$ cat src/sqr_pkg.sv
// shared constants, field layout and helpers for the sample sequencer
package sqr_pkg;
  localparam int SQR_NUM_SEQ  = 4;
  localparam int SQR_NUM_STEP = 17;
  localparam int SQR_DATA_W   = 12;
  localparam int SQR_ACC_W    = 18;
  localparam int SQR_CNT_W    = 4;
  localparam int SQR_ADDR_W   = 12;
  // register byte offsets
  localparam logic [11:0] SQR_OFF_CTRL   = 12'h000;
  localparam logic [11:0] SQR_OFF_TRIG   = 12'h004;
  localparam logic [11:0] SQR_OFF_PTRIG  = 12'h008;
  localparam logic [11:0] SQR_OFF_FLAGS  = 12'h00c;
  localparam logic [11:0] SQR_OFF_STATUS = 12'h010;
  localparam logic [11:0] SQR_OFF_FIFO   = 12'h020;
  localparam logic [11:0] SQR_OFF_COUNT  = 12'h030;
  localparam logic [11:0] SQR_OFF_STEP   = 12'h040;
  // field positions
  localparam int SQR_CTRL_AVG_LSB  = 4;
  localparam int SQR_TRIG_PRIO_LSB = 8;
  localparam int SQR_FLAGS_UNF_LSB = 4;
  localparam int SQR_STEP_DIFF_BIT = 3;
  localparam int SQR_STEP_TEMP_BIT = 4;
  localparam int SQR_STEP_LAST_BIT = 5;
  localparam int SQR_STEP_IRQ_BIT  = 6;
  localparam int SQR_STEP_W        = 7;
  // reset values and limits
  localparam logic [3:0]  SQR_EN_RST   = 4'h0;
  localparam logic [2:0]  SQR_AVG_RST  = 3'h0;
  localparam logic [2:0]  SQR_AVG_MAX  = 3'h6;
  localparam logic [31:0] SQR_TRIG_RST = 32'h0000e400;
  // trigger source codes
  localparam logic [1:0] SQR_SRC_PROC   = 2'h0;
  localparam logic [1:0] SQR_SRC_EXT    = 2'h1;
  localparam logic [1:0] SQR_SRC_TIMER  = 2'h2;
  localparam logic [1:0] SQR_SRC_ALWAYS = 2'h3;

  function automatic logic [3:0] sqr_seq_len(input int s);
    case (s)
      0:       sqr_seq_len = 4'h8;
      1, 2:    sqr_seq_len = 4'h4;
      default: sqr_seq_len = 4'h1;
    endcase
  endfunction

  function automatic logic [4:0] sqr_step_base(input logic [1:0] s);
    case (s)
      2'h0:    sqr_step_base = 5'h00;
      2'h1:    sqr_step_base = 5'h08;
      2'h2:    sqr_step_base = 5'h0c;
      default: sqr_step_base = 5'h10;
    endcase
  endfunction
endpackage

$ cat src/sqr_fifo_if.sv
// carrier between the sequencer core and one result fifo
`timescale 1ns/10ps
`default_nettype none
interface sqr_fifo_if #(parameter int DW = 12, parameter int CW = 4);
  logic          push;
  logic [DW-1:0] push_data;
  logic          pop;
  logic [DW-1:0] rd_data;
  logic [CW-1:0] count;
  modport ctl   (output push, push_data, pop, input rd_data, count);
  modport store (input push, push_data, pop, output rd_data, count);
endinterface
`default_nettype wire

$ cat src/sqr_fifo.sv
// per-sequence result fifo
`timescale 1ns/10ps
`default_nettype none
module sqr_fifo #(
  parameter int DEPTH = 8,
  parameter int DW    = 12,
  parameter int CW    = 4
) (
  // clock and reset
  input wire logic pclk,
  input wire logic presetn,
  // core side
  sqr_fifo_if.store f
);
  localparam int PW = (DEPTH > 1) ? $clog2(DEPTH) : 1;

  typedef struct packed {
    logic [DEPTH-1:0][DW-1:0] mem;
    logic [PW-1:0]            wr;
    logic [PW-1:0]            rd;
    logic [CW-1:0]            cnt;
  } sqr_fifo_s;

  sqr_fifo_s q_ff, nxt_q;

  function automatic logic [PW-1:0] inc(input logic [PW-1:0] p);
    inc = (p == PW'(DEPTH - 1)) ? '0 : p + 1'b1;
  endfunction

  always_comb begin
    logic do_push;
    logic do_pop;
    nxt_q   = q_ff;
    do_pop  = f.pop && (q_ff.cnt != '0);
    // a full fifo drops the new result; overflow is flagged upstream
    do_push = f.push && (q_ff.cnt != CW'(DEPTH));
    if (do_push) begin
      nxt_q.mem[q_ff.wr] = f.push_data;
      nxt_q.wr           = inc(q_ff.wr);
    end
    if (do_pop) begin
      nxt_q.rd = inc(q_ff.rd);
    end
    nxt_q.cnt = q_ff.cnt + CW'(do_push) - CW'(do_pop);
  end

  always_ff @(posedge pclk or negedge presetn) begin
    if (!presetn) begin
      q_ff <= '0;
    end else begin
      q_ff <= nxt_q;
    end
  end

  assign f.rd_data = q_ff.mem[q_ff.rd];
  assign f.count   = q_ff.cnt;
endmodule
`default_nettype wire

$ cat src/sqr_arb.sv
// fixed-priority pick among pending sequences
`timescale 1ns/10ps
`default_nettype none
module sqr_arb (
  // requests
  input  wire logic [3:0]      pending,
  input  wire logic [3:0][1:0] prio,
  // grant
  output logic                 grant_vld,
  output logic [1:0]           grant_seq
);
  always_comb begin
    logic [1:0] best;
    best      = 2'h3;
    grant_vld = 1'b0;
    grant_seq = 2'h0;
    // lowest value wins; ties go to the lower sequence number
    for (int s = 0; s < 4; s++) begin
      if (pending[s] && (!grant_vld || prio[s] < best)) begin
        grant_vld = 1'b1;
        grant_seq = 2'(s);
        best      = prio[s];
      end
    end
  end
endmodule
`default_nettype wire

$ cat src/sqr_top.sv
// sample sequencer: apb registers, triggers, arbitration, stepping, averaging
// What this block does
// RULE_01 - four sequences of eight, four, four, one
// RULE_02 - per-sequence trigger source; software command trigger
// RULE_03 - external pin event starts sequence
// RULE_04 - timer trigger output starts sequence
// RULE_05 - always trigger repeats, below higher priorities
// RULE_06 - two-bit priority, zero is highest
// RULE_07 - software keeps priorities unique
// RULE_08 - per-sequence fifo with readable sample count
// RULE_09 - disabled sequence ignores triggers
// RULE_10 - software configures before enabling
// RULE_11 - overflow when trigger finds unread samples
// RULE_12 - overflow sticky until software clears
// RULE_13 - underflow when reading an empty fifo
// RULE_14 - step holds channel, temp, diff, last, irq
// RULE_15 - last marker stops; irq flag pulses
// RULE_16 - steps run in ascending index order
// RULE_17 - differential select names a channel pair
// RULE_18 - software avoids differential with temp sensor
// RULE_19 - highest priority triggered sequence runs first
// RULE_20 - underflow sticky until software clears
// RULE_21 - one shared averaging factor, averaged entries
// RULE_22 - fifo holds at least a full sequence
`timescale 1ns/10ps
`default_nettype none
module sqr_top (
  // clock and reset
  input  wire logic                        pclk,
  input  wire logic                        presetn,
  // apb slave
  input  wire logic                        psel,
  input  wire logic                        penable,
  input  wire logic                        pwrite,
  input  wire logic [sqr_pkg::SQR_ADDR_W-1:0] paddr,
  input  wire logic [31:0]                 pwdata,
  output logic      [31:0]                 prdata,
  output logic                             pready,
  output logic                             pslverr,
  // trigger sources
  input  wire logic                        ext_trig_pin,
  input  wire logic                        timer_trig,
  // conversion core
  output logic                             conv_req,
  output logic      [2:0]                  conv_chan,
  output logic                             conv_diff,
  output logic                             conv_temp,
  input  wire logic                        conv_done,
  input  wire logic [sqr_pkg::SQR_DATA_W-1:0] conv_data,
  // per-step completion events
  output logic      [3:0]                  seq_step_irq
);
  import sqr_pkg::*;

  typedef enum logic [1:0] {ST_IDLE, ST_CONV, ST_GAP} sqr_st_e;

  typedef struct packed {
    sqr_st_e                                st;
    logic [1:0]                             seq;
    logic [2:0]                             step;
    logic [5:0]                             avg_cnt;
    logic [SQR_ACC_W-1:0]                   acc;
    logic [3:0]                             en;
    logic [2:0]                             avg;
    logic [3:0][1:0]                        src;
    logic [3:0][1:0]                        prio;
    logic [SQR_NUM_STEP-1:0][SQR_STEP_W-1:0] steps;
    logic [3:0]                             pend;
    logic [3:0]                             ovf;
    logic [3:0]                             unf;
    logic [3:0]                             irq;
    logic [31:0]                            rdata;
    logic                                   slverr;
    logic [1:0]                             ext_sync;
    logic                                   ext_prev;
  } sqr_top_s;

  sqr_top_s q_ff, nxt_q;

  logic [3:0]                 push_vec;
  logic [3:0]                 pop_vec;
  logic [SQR_DATA_W-1:0]      push_val;
  logic [3:0][SQR_DATA_W-1:0] fifo_rd;
  logic [3:0][SQR_CNT_W-1:0]  fifo_cnt;
  logic                       grant_vld;
  logic [1:0]                 grant_seq;

  ////////////////////////////////////////////////////////////////////////////
  // result fifos, sized to the longest run of each sequence

  sqr_fifo_if #(.DW(SQR_DATA_W), .CW(SQR_CNT_W)) fif [SQR_NUM_SEQ] ();

  for (genvar g = 0; g < SQR_NUM_SEQ; g++) begin : g_fifo
    assign fif[g].push      = push_vec[g];
    assign fif[g].push_data = push_val;
    assign fif[g].pop       = pop_vec[g];
    assign fifo_rd[g]       = fif[g].rd_data;
    assign fifo_cnt[g]      = fif[g].count;
    sqr_fifo #(
      .DEPTH (int'(sqr_seq_len(g))), // RULE_22 RULE_01
      .DW    (SQR_DATA_W),
      .CW    (SQR_CNT_W)
    ) u_fifo (
      .pclk    (pclk),
      .presetn (presetn),
      .f       (fif[g])
    );
  end

  sqr_arb u_arb (
    .pending   (q_ff.pend),
    .prio      (q_ff.prio),
    .grant_vld (grant_vld),
    .grant_seq (grant_seq)
  );

  ////////////////////////////////////////////////////////////////////////////
  // address decode helpers

  function automatic logic is_step(input logic [SQR_ADDR_W-1:0] a);
    is_step = (a >= SQR_OFF_STEP) && (a < SQR_OFF_STEP + 12'(4 * SQR_NUM_STEP));
  endfunction

  function automatic logic [4:0] step_idx(input logic [SQR_ADDR_W-1:0] a);
    logic [SQR_ADDR_W-1:0] d;
    d        = a - SQR_OFF_STEP;
    step_idx = d[6:2];
  endfunction

  function automatic logic in_bank(input logic [SQR_ADDR_W-1:0] a,
                                   input logic [SQR_ADDR_W-1:0] base);
    in_bank = (a[SQR_ADDR_W-1:4] == base[SQR_ADDR_W-1:4]);
  endfunction

  ////////////////////////////////////////////////////////////////////////////
  // next state

  always_comb begin
    logic                  setup;
    logic                  wr_acc;
    logic                  ext_edge;
    logic [3:0]            ptrig;
    logic [3:0]            trig;
    logic [6:0]            cfg;
    logic [SQR_ACC_W-1:0]  sum;
    logic [1:0]            bs;
    nxt_q    = q_ff;
    push_vec = 4'h0;
    pop_vec  = 4'h0;
    push_val = '0;
    ptrig    = 4'h0;
    sum      = '0;
    trig     = 4'h0;
    cfg      = '0;
    nxt_q.irq = 4'h0;
    setup    = psel && !penable;
    wr_acc   = psel && penable && pwrite;
    bs       = paddr[3:2];

    // two-stage pin synchroniser, edge taken behind the second stage
    nxt_q.ext_sync = {q_ff.ext_sync[0], ext_trig_pin};
    nxt_q.ext_prev = q_ff.ext_sync[1];
    ext_edge       = q_ff.ext_sync[1] && !q_ff.ext_prev; // RULE_03

    // reads are decoded in the setup cycle so a pop happens exactly once
    if (setup) begin
      nxt_q.rdata  = 32'h0;
      nxt_q.slverr = 1'b0;
      if (paddr[1:0] != 2'h0) begin
        nxt_q.slverr = 1'b1;
      end else if (paddr == SQR_OFF_CTRL) begin
        nxt_q.rdata = {25'h0, q_ff.avg, q_ff.en};
      end else if (paddr == SQR_OFF_TRIG) begin
        nxt_q.rdata = {16'h0, q_ff.prio, q_ff.src};
      end else if (paddr == SQR_OFF_PTRIG) begin
        nxt_q.rdata = 32'h0;
      end else if (paddr == SQR_OFF_FLAGS) begin
        nxt_q.rdata = {24'h0, q_ff.unf, q_ff.ovf};
      end else if (paddr == SQR_OFF_STATUS) begin
        nxt_q.rdata = {26'h0, q_ff.step, q_ff.seq, q_ff.st != ST_IDLE};
      end else if (in_bank(paddr, SQR_OFF_FIFO)) begin
        if (!pwrite) begin
          nxt_q.rdata = {20'h0, fifo_rd[bs]};
          pop_vec[bs] = 1'b1;
          if (fifo_cnt[bs] == '0) begin
            nxt_q.rdata = 32'h0;
            nxt_q.unf[bs] = 1'b1; // RULE_13 RULE_20
          end
        end
      end else if (in_bank(paddr, SQR_OFF_COUNT)) begin
        nxt_q.rdata = {28'h0, fifo_cnt[bs]}; // RULE_08
      end else if (is_step(paddr)) begin
        nxt_q.rdata = {25'h0, q_ff.steps[step_idx(paddr)]};
      end else begin
        nxt_q.slverr = 1'b1;
      end
    end

    // writes take effect at the access edge
    if (wr_acc && paddr[1:0] == 2'h0) begin
      if (paddr == SQR_OFF_CTRL) begin
        nxt_q.en  = pwdata[3:0];
        nxt_q.avg = (pwdata[SQR_CTRL_AVG_LSB +: 3] > SQR_AVG_MAX) ?
                    SQR_AVG_MAX : pwdata[SQR_CTRL_AVG_LSB +: 3]; // RULE_21
      end else if (paddr == SQR_OFF_TRIG) begin
        for (int s = 0; s < 4; s++) begin
          nxt_q.src[s]  = pwdata[2*s +: 2];
          nxt_q.prio[s] = pwdata[SQR_TRIG_PRIO_LSB + 2*s +: 2]; // RULE_06
        end
      end else if (paddr == SQR_OFF_PTRIG) begin
        ptrig = pwdata[3:0]; // RULE_02
      end else if (paddr == SQR_OFF_FLAGS) begin
        // clears first; hardware sets below win in the same cycle
        nxt_q.ovf = nxt_q.ovf & ~pwdata[3:0]; // RULE_12
        nxt_q.unf = nxt_q.unf & ~pwdata[SQR_FLAGS_UNF_LSB +: 4]; // RULE_20
      end else if (is_step(paddr)) begin
        nxt_q.steps[step_idx(paddr)] = pwdata[SQR_STEP_W-1:0]; // RULE_14
      end
    end

    // trigger capture per sequence
    for (int s = 0; s < 4; s++) begin
      unique case (q_ff.src[s])
        SQR_SRC_PROC:  trig[s] = ptrig[s]; // RULE_02
        SQR_SRC_EXT:   trig[s] = ext_edge; // RULE_03
        SQR_SRC_TIMER: trig[s] = timer_trig; // RULE_04
        SQR_SRC_ALWAYS: trig[s] = 1'b1; // RULE_05
      endcase
      if (!q_ff.en[s]) begin
        nxt_q.pend[s] = 1'b0; // RULE_09
      end else if (trig[s] && !q_ff.pend[s] &&
                   !(q_ff.st != ST_IDLE && q_ff.seq == 2'(s))) begin
        nxt_q.pend[s] = 1'b1; // RULE_09
        if (fifo_cnt[s] != '0) begin
          nxt_q.ovf[s] = 1'b1; // RULE_11 RULE_12
        end
      end
    end

    // stepping through the granted sequence
    cfg = q_ff.steps[sqr_step_base(q_ff.seq) + 5'(q_ff.step)];
    unique case (q_ff.st)
      ST_IDLE: begin
        if (grant_vld) begin
          nxt_q.seq     = grant_seq; // RULE_19 RULE_05
          nxt_q.step    = 3'h0;
          nxt_q.avg_cnt = 6'h0;
          nxt_q.acc     = '0;
          nxt_q.pend[grant_seq] = 1'b0;
          nxt_q.st      = ST_CONV;
        end
      end
      ST_CONV: begin
        if (conv_done) begin
          sum       = q_ff.acc + SQR_ACC_W'(conv_data);
          nxt_q.acc = sum;
          nxt_q.st  = ST_GAP;
          nxt_q.avg_cnt = q_ff.avg_cnt + 6'h1;
          // averaging: 2^avg conversions per step, one averaged entry
          if (q_ff.avg_cnt == 6'((7'h1 << q_ff.avg) - 7'h1)) begin // RULE_21
            push_val          = SQR_DATA_W'(sum >> q_ff.avg);
            push_vec[q_ff.seq] = 1'b1; // RULE_08
            nxt_q.avg_cnt     = 6'h0;
            nxt_q.acc         = '0;
            nxt_q.irq[q_ff.seq] = cfg[SQR_STEP_IRQ_BIT]; // RULE_15
            if (cfg[SQR_STEP_LAST_BIT] ||
                4'(q_ff.step) == sqr_seq_len(int'(q_ff.seq)) - 4'h1) begin
              nxt_q.st = ST_IDLE; // RULE_15 RULE_16
            end else begin
              nxt_q.step = q_ff.step + 3'h1; // RULE_16
            end
          end
        end
      end
      ST_GAP: begin
        nxt_q.st = ST_CONV;
      end
    endcase
  end

  always_ff @(posedge pclk or negedge presetn) begin
    if (!presetn) begin
      q_ff      <= '0;
      q_ff.st   <= ST_IDLE;
      q_ff.en   <= SQR_EN_RST;
      q_ff.avg  <= SQR_AVG_RST;
      q_ff.src  <= SQR_TRIG_RST[7:0];
      q_ff.prio <= SQR_TRIG_RST[15:8];
    end else begin
      q_ff <= nxt_q;
    end
  end

  ////////////////////////////////////////////////////////////////////////////
  // outputs

  logic [SQR_STEP_W-1:0] cur_cfg;
  assign cur_cfg = q_ff.steps[sqr_step_base(q_ff.seq) + 5'(q_ff.step)];

  // no validity check: bad pair or temp+diff is passed through as written
  assign conv_req     = (q_ff.st == ST_CONV);
  assign conv_chan    = cur_cfg[2:0]; // RULE_17
  assign conv_diff    = cur_cfg[SQR_STEP_DIFF_BIT]; // RULE_17
  assign conv_temp    = cur_cfg[SQR_STEP_TEMP_BIT]; // RULE_14
  assign seq_step_irq = q_ff.irq; // RULE_15
  assign prdata       = q_ff.rdata;
  assign pslverr      = q_ff.slverr;
  assign pready       = 1'b1;
endmodule
`default_nettype wire

$ cat config.mk
export PLATFORM = sky130hd
export DESIGN_NAME = sqr_top
export DESIGN_NICKNAME = d
export VERILOG_FILES = /design/src/sqr_pkg.sv /design/src/sqr_fifo_if.sv /design/src/sqr_fifo.sv /design/src/sqr_arb.sv /design/src/sqr_top.sv
export SDC_FILE = /design/constraint.sdc
export NUM_CORES = 1
export LEC_CHECK = 0
export BUFFER_PORTS_ARGS = -buffer_cell sky130_fd_sc_hd__buf_4
export CAP_MARGIN = 20
export CORE_AREA = 2 2 199 220
export DETAILED_ROUTE_END_ITERATION = 7
export DIE_AREA = 0 0 201 222
export GPL_TIMING_DRIVEN = 1
export PLACE_DENSITY = 0.82
export REMOVE_ABC_BUFFERS = 1
export SETUP_SLACK_MARGIN = 0.1
export SYNTH_ARGS = -nofsm -noshare
export SYNTH_HDL_FRONTEND = slang
export SYNTH_SLANG_ARGS = --single-unit
$ cat constraint.sdc
create_clock -name pclk -period 9.6 [get_ports pclk]
set_input_delay 0.96 -clock pclk [delete_from_list [all_inputs] [get_ports pclk]]
set_output_delay 0.96 -clock pclk [all_outputs]
set_load 0.02 [all_outputs]
==> qor.yml <==
crit_type: "register to register"
min_period_ns: 4.75
post_cts_buffers: 0
die_y_um: 222
fin_worst_skew_ns: 0.0200
final.period_utilization_pct: 49.5
slew_headroom_pct: 22.9
grt_pass1_wl_um: 96300
outcome: "complete, no violations"
area_delta_synth_final_pct: 9.91
htree_levels: 2
grt_max_degree: 194
first_pass_iters: 8
finalSetupViolations: 0
hold_class: "register to register"
crit_family: "simple AND/OR/NAND/NOR gates"
power-per-cell-area_nw_per_um2: 146
layout-drive-gt1-share_pct: 39.2
multi_input_area_um2: 12300
vias_per_cell: 6.56
path_cells: "nand2_1 > xnor2_1 > nor4_1 > a21oi_1 > nor2_1 > nand3_1 > a311oi_4 > ha_1 > inv_1 > fa_1 > xnor2_1"
port_buffers: 74
overflow: 0
required_ns: 10.09
cts_tree: "done"
start_util_pct: 57.7
drv_cap: 0
ctsResizeCount: 0
cp_max_fo: 24
crit_top_cell: "xnor2_1"
seqCellArea_um2: 11100
cp.buffers_inverters: 1
setup_ws_ns: 4.85
fin_nets: 1977
die_x_um: 201
placed_cell_area_um2: 25000
ys_seq_elements: 443
ys.flop_type: "dfrtp_1"
rows: 79
track_usage_pct: 27.9
post_drt_wl_per_cell_um: 24.8
cpPeakStageDelay_ns: 1.15
synth-async-reset-ratio_pct: 100
clk_pin_slew_worst_paths_ns: 0.06
worstMarginPinSlew_ns: 1.16
seq_area_frac_synth_pct: 45.6
drtIter0Drc: 1303
fmax_mhz: 211
power.leakage_nw: 12.6
core_um2: 42200
finalInstanceArea_um2: 26700
synth_edf_count: 0
endpoint_kind: "register"
hold_buffers: 0
cts_root_buf: "clkbuf_16"
ys_warn_count: 0
via_count: 16100
crit_arrival_ns: 5.23
clkLatencyLatePin_ns: 0.61
grt_pass1_vias: 17100
cts_buffers: 47
r2r_start: "q_ff[188]$_DFFE_PN0P_"
dieArea_um2: 44600
syn_inst: 1838
holdCritStartpoint: "nxt_q[2]$_DFF_PN0_"
preCtsSetupSlack_ns: 4.99
ir_drop_v: 0.000162
setup_tns_ns: 0
synth_area_per_cell_um2: 13.2
clock_sinks: 443
postRouteAntennaNets: 0
cts_max_path_buffers: 3
hold_viol_final: 0
rsz0062_at_grt: "false"
io_pins: 108
finalPower_mw: 3.90
syn_area_um2: 24300
dp.final_hpwl_um: 40200
synth_cell_type_count: 95
remaining_drc_errors: 0
finalWirelength_um: 60900
antenna_found_initial: 2
crit_path_start_kind: "register"
finalMaxSlewViolations: 0
cp-startpoint: "q_ff[188]$_DFFE_PN0P_"
fill_cells: 3049
critPathSlowestCell: "a311oi_4"
place.gp.congestion: 0.961
logic make-up after synthesis:
kind of cell / after synthesis / synth area share, %
buffers and inverters: 225 / 4.42
other: 2 / 0.0309
DFF: 443 / 45.6
muxes: 523 / 30.7
and+or+nand+nor: 309 / 7.00
adders and majority gates: 68 / 3.64
AOI/OAI and AO/OA: 243 / 7.75
xor gates and xnor gates: 25 / 0.900
cell usage after synthesis (6+ instances only):
| master | n | area share (%) |
|---|---|---|
| o21a_1 | 7 | 0.22 |
| mux2i_1 | 13 | 0.53 |
| nand2_1 | 77 | 1.2 |
| nor2_4 | 10 | 0.46 |
| a22o_1 | 29 | 1.0 |
| nor2b_1 | 17 | 0.44 |
| nor3b_1 | 8 | 0.25 |
| inv_1 | 64 | 0.99 |
| clkbuf_1 | 61 | 0.94 |
| mux2_4 | 14 | 0.86 |
| a22oi_1 | 11 | 0.34 |
| buf_1 | 7 | 0.11 |
| nor3_1 | 19 | 0.39 |
| a31oi_1 | 12 | 0.31 |
| nor4_1 | 8 | 0.21 |
| mux4_2 | 135 | 12 |
| mux2_1 | 8 | 0.37 |
| a21oi_1 | 34 | 0.70 |
| ha_1 | 62 | 3.2 |
| o21ai_0 | 37 | 0.76 |
| and2_1 | 6 | 0.15 |
| xor2_1 | 14 | 0.50 |
| a21o_1 | 12 | 0.37 |
| dfrtp_1 | 439 | 45 |
| nor2_1 | 58 | 0.89 |
| and3_1 | 10 | 0.26 |
| xnor2_1 | 11 | 0.40 |
| a221o_1 | 6 | 0.25 |
| buf_2 | 44 | 0.90 |
| buf_4 | 45 | 1.4 |
| nand4_1 | 15 | 0.39 |
| nand2b_1 | 10 | 0.26 |
| a211oi_1 | 10 | 0.31 |
| mux2_2 | 349 | 16 |
| nand3_1 | 38 | 0.78 |
| a221oi_1 | 6 | 0.22 |
| o211ai_1 | 10 | 0.31 |
cell usage in the layout (no fill, tap or decap), drive strengths merged, types with 5 or more instances in the layout:
cell,n
a21boi,5
fa,5
nand3,40
a221o,6
dfrtp,439
mux4,135
mux2,371
a21o,12
a211o,5
and3,10
nor3b,9
clkbuf,76
a22o,29
nor3,22
ha,62
inv,67
nor2b,17
nand4,15
xnor2,11
a21oi,36
xor2,14
a31oi,12
buf,102
o21ai,42
o211ai,12
a221oi,8
nand2,77
clkinv,7
a211oi,12
or4,6
nor2,71
and2,6
o21a,7
nand2b,12
a22oi,12
conb,17
mux2i,17
o221a,5
nor4,9
registers in the layout (all words and copies together), names as in the netlist:
name / flops
g_fifo.u_fifo.f.count: 16
nxt_q: 2
g_fifo.u_fifo.q_ff: 218
seq_step_irq: 4
q_ff: 186
prdata: 16
pslverr: 1
worst paths after layout:
check	slack, ns	to	depth (start not counted)
worst max-delay path	4.85	g_fifo[3].u_fifo.f.count[2]$_DFF_PN0_	11
worst min-delay path	0.35	nxt_q[0]$_DFF_PN0_	0
worst max register to register	4.85	g_fifo[3].u_fifo.f.count[2]$_DFF_PN0_	11
worst min register to register	0.35	nxt_q[0]$_DFF_PN0_	0
max in group asynchronous	7.68	prdata[10]$_DFFE_PN0P_	2
min in group asynchronous	0.42	q_ff[202]$_DFFE_PN0P_	1
worst reg2reg max path, cell delays in order, from the launching register on:
cell      delay [ns]
dfrtp_1         0.87
nand2_1         0.36
xnor2_1         0.22
nor4_1          0.19
a21oi_1         0.10
nor2_1          0.35
nand3_1         0.51
a311oi_4        1.15
ha_1            0.32
inv_1           0.06
fa_1            0.38
xnor2_1         0.14
cell type report:
cell class	count	share of cell area [%]
Multi-Input combinational cell	1185	45.8
Tap cell	567	2.65
Sequential cell	443	41.5
Clock buffer	76	5.45
Antenna cell	1	0.00936
Timing Repair Buffer	102	3.08
Inverter	67	0.940
Clock inverter	12	0.594
where the power goes:
part           internal (mW)  switching (mW)  total (mW)  leakage, nW
sequential              1.87        0.000745        1.87         6.06
combinational         0.0386           0.104       0.142         5.76
clock                   1.12           0.772        1.89        0.789
total                   3.03           0.876        3.90         12.6
stage by stage:
stage	utilization, %	instances	hold slack [ns]
finish	63.4	2453	0.347
global placement	59.3	2355	0.334
detailed placement	59.3	2357	0.336
CTS	63.2	2445	0.348
global route	63.4	2453	0.354
floorplan	-	1695	0.331
routing by layer:
metal | vias to the layer above | GRT usage [%] | share of wire (%)
met3 | 210 | 4.48 | 6.9
met5 | - | 0 | 0.013
met4 | 2 | 15.6 | 5.4
met1 | 8363 | 34.7 | 38
li1 | 6841 | - | -
met2 | 686 | 46.9 | 50
Power figures use the tool's default switching activity.
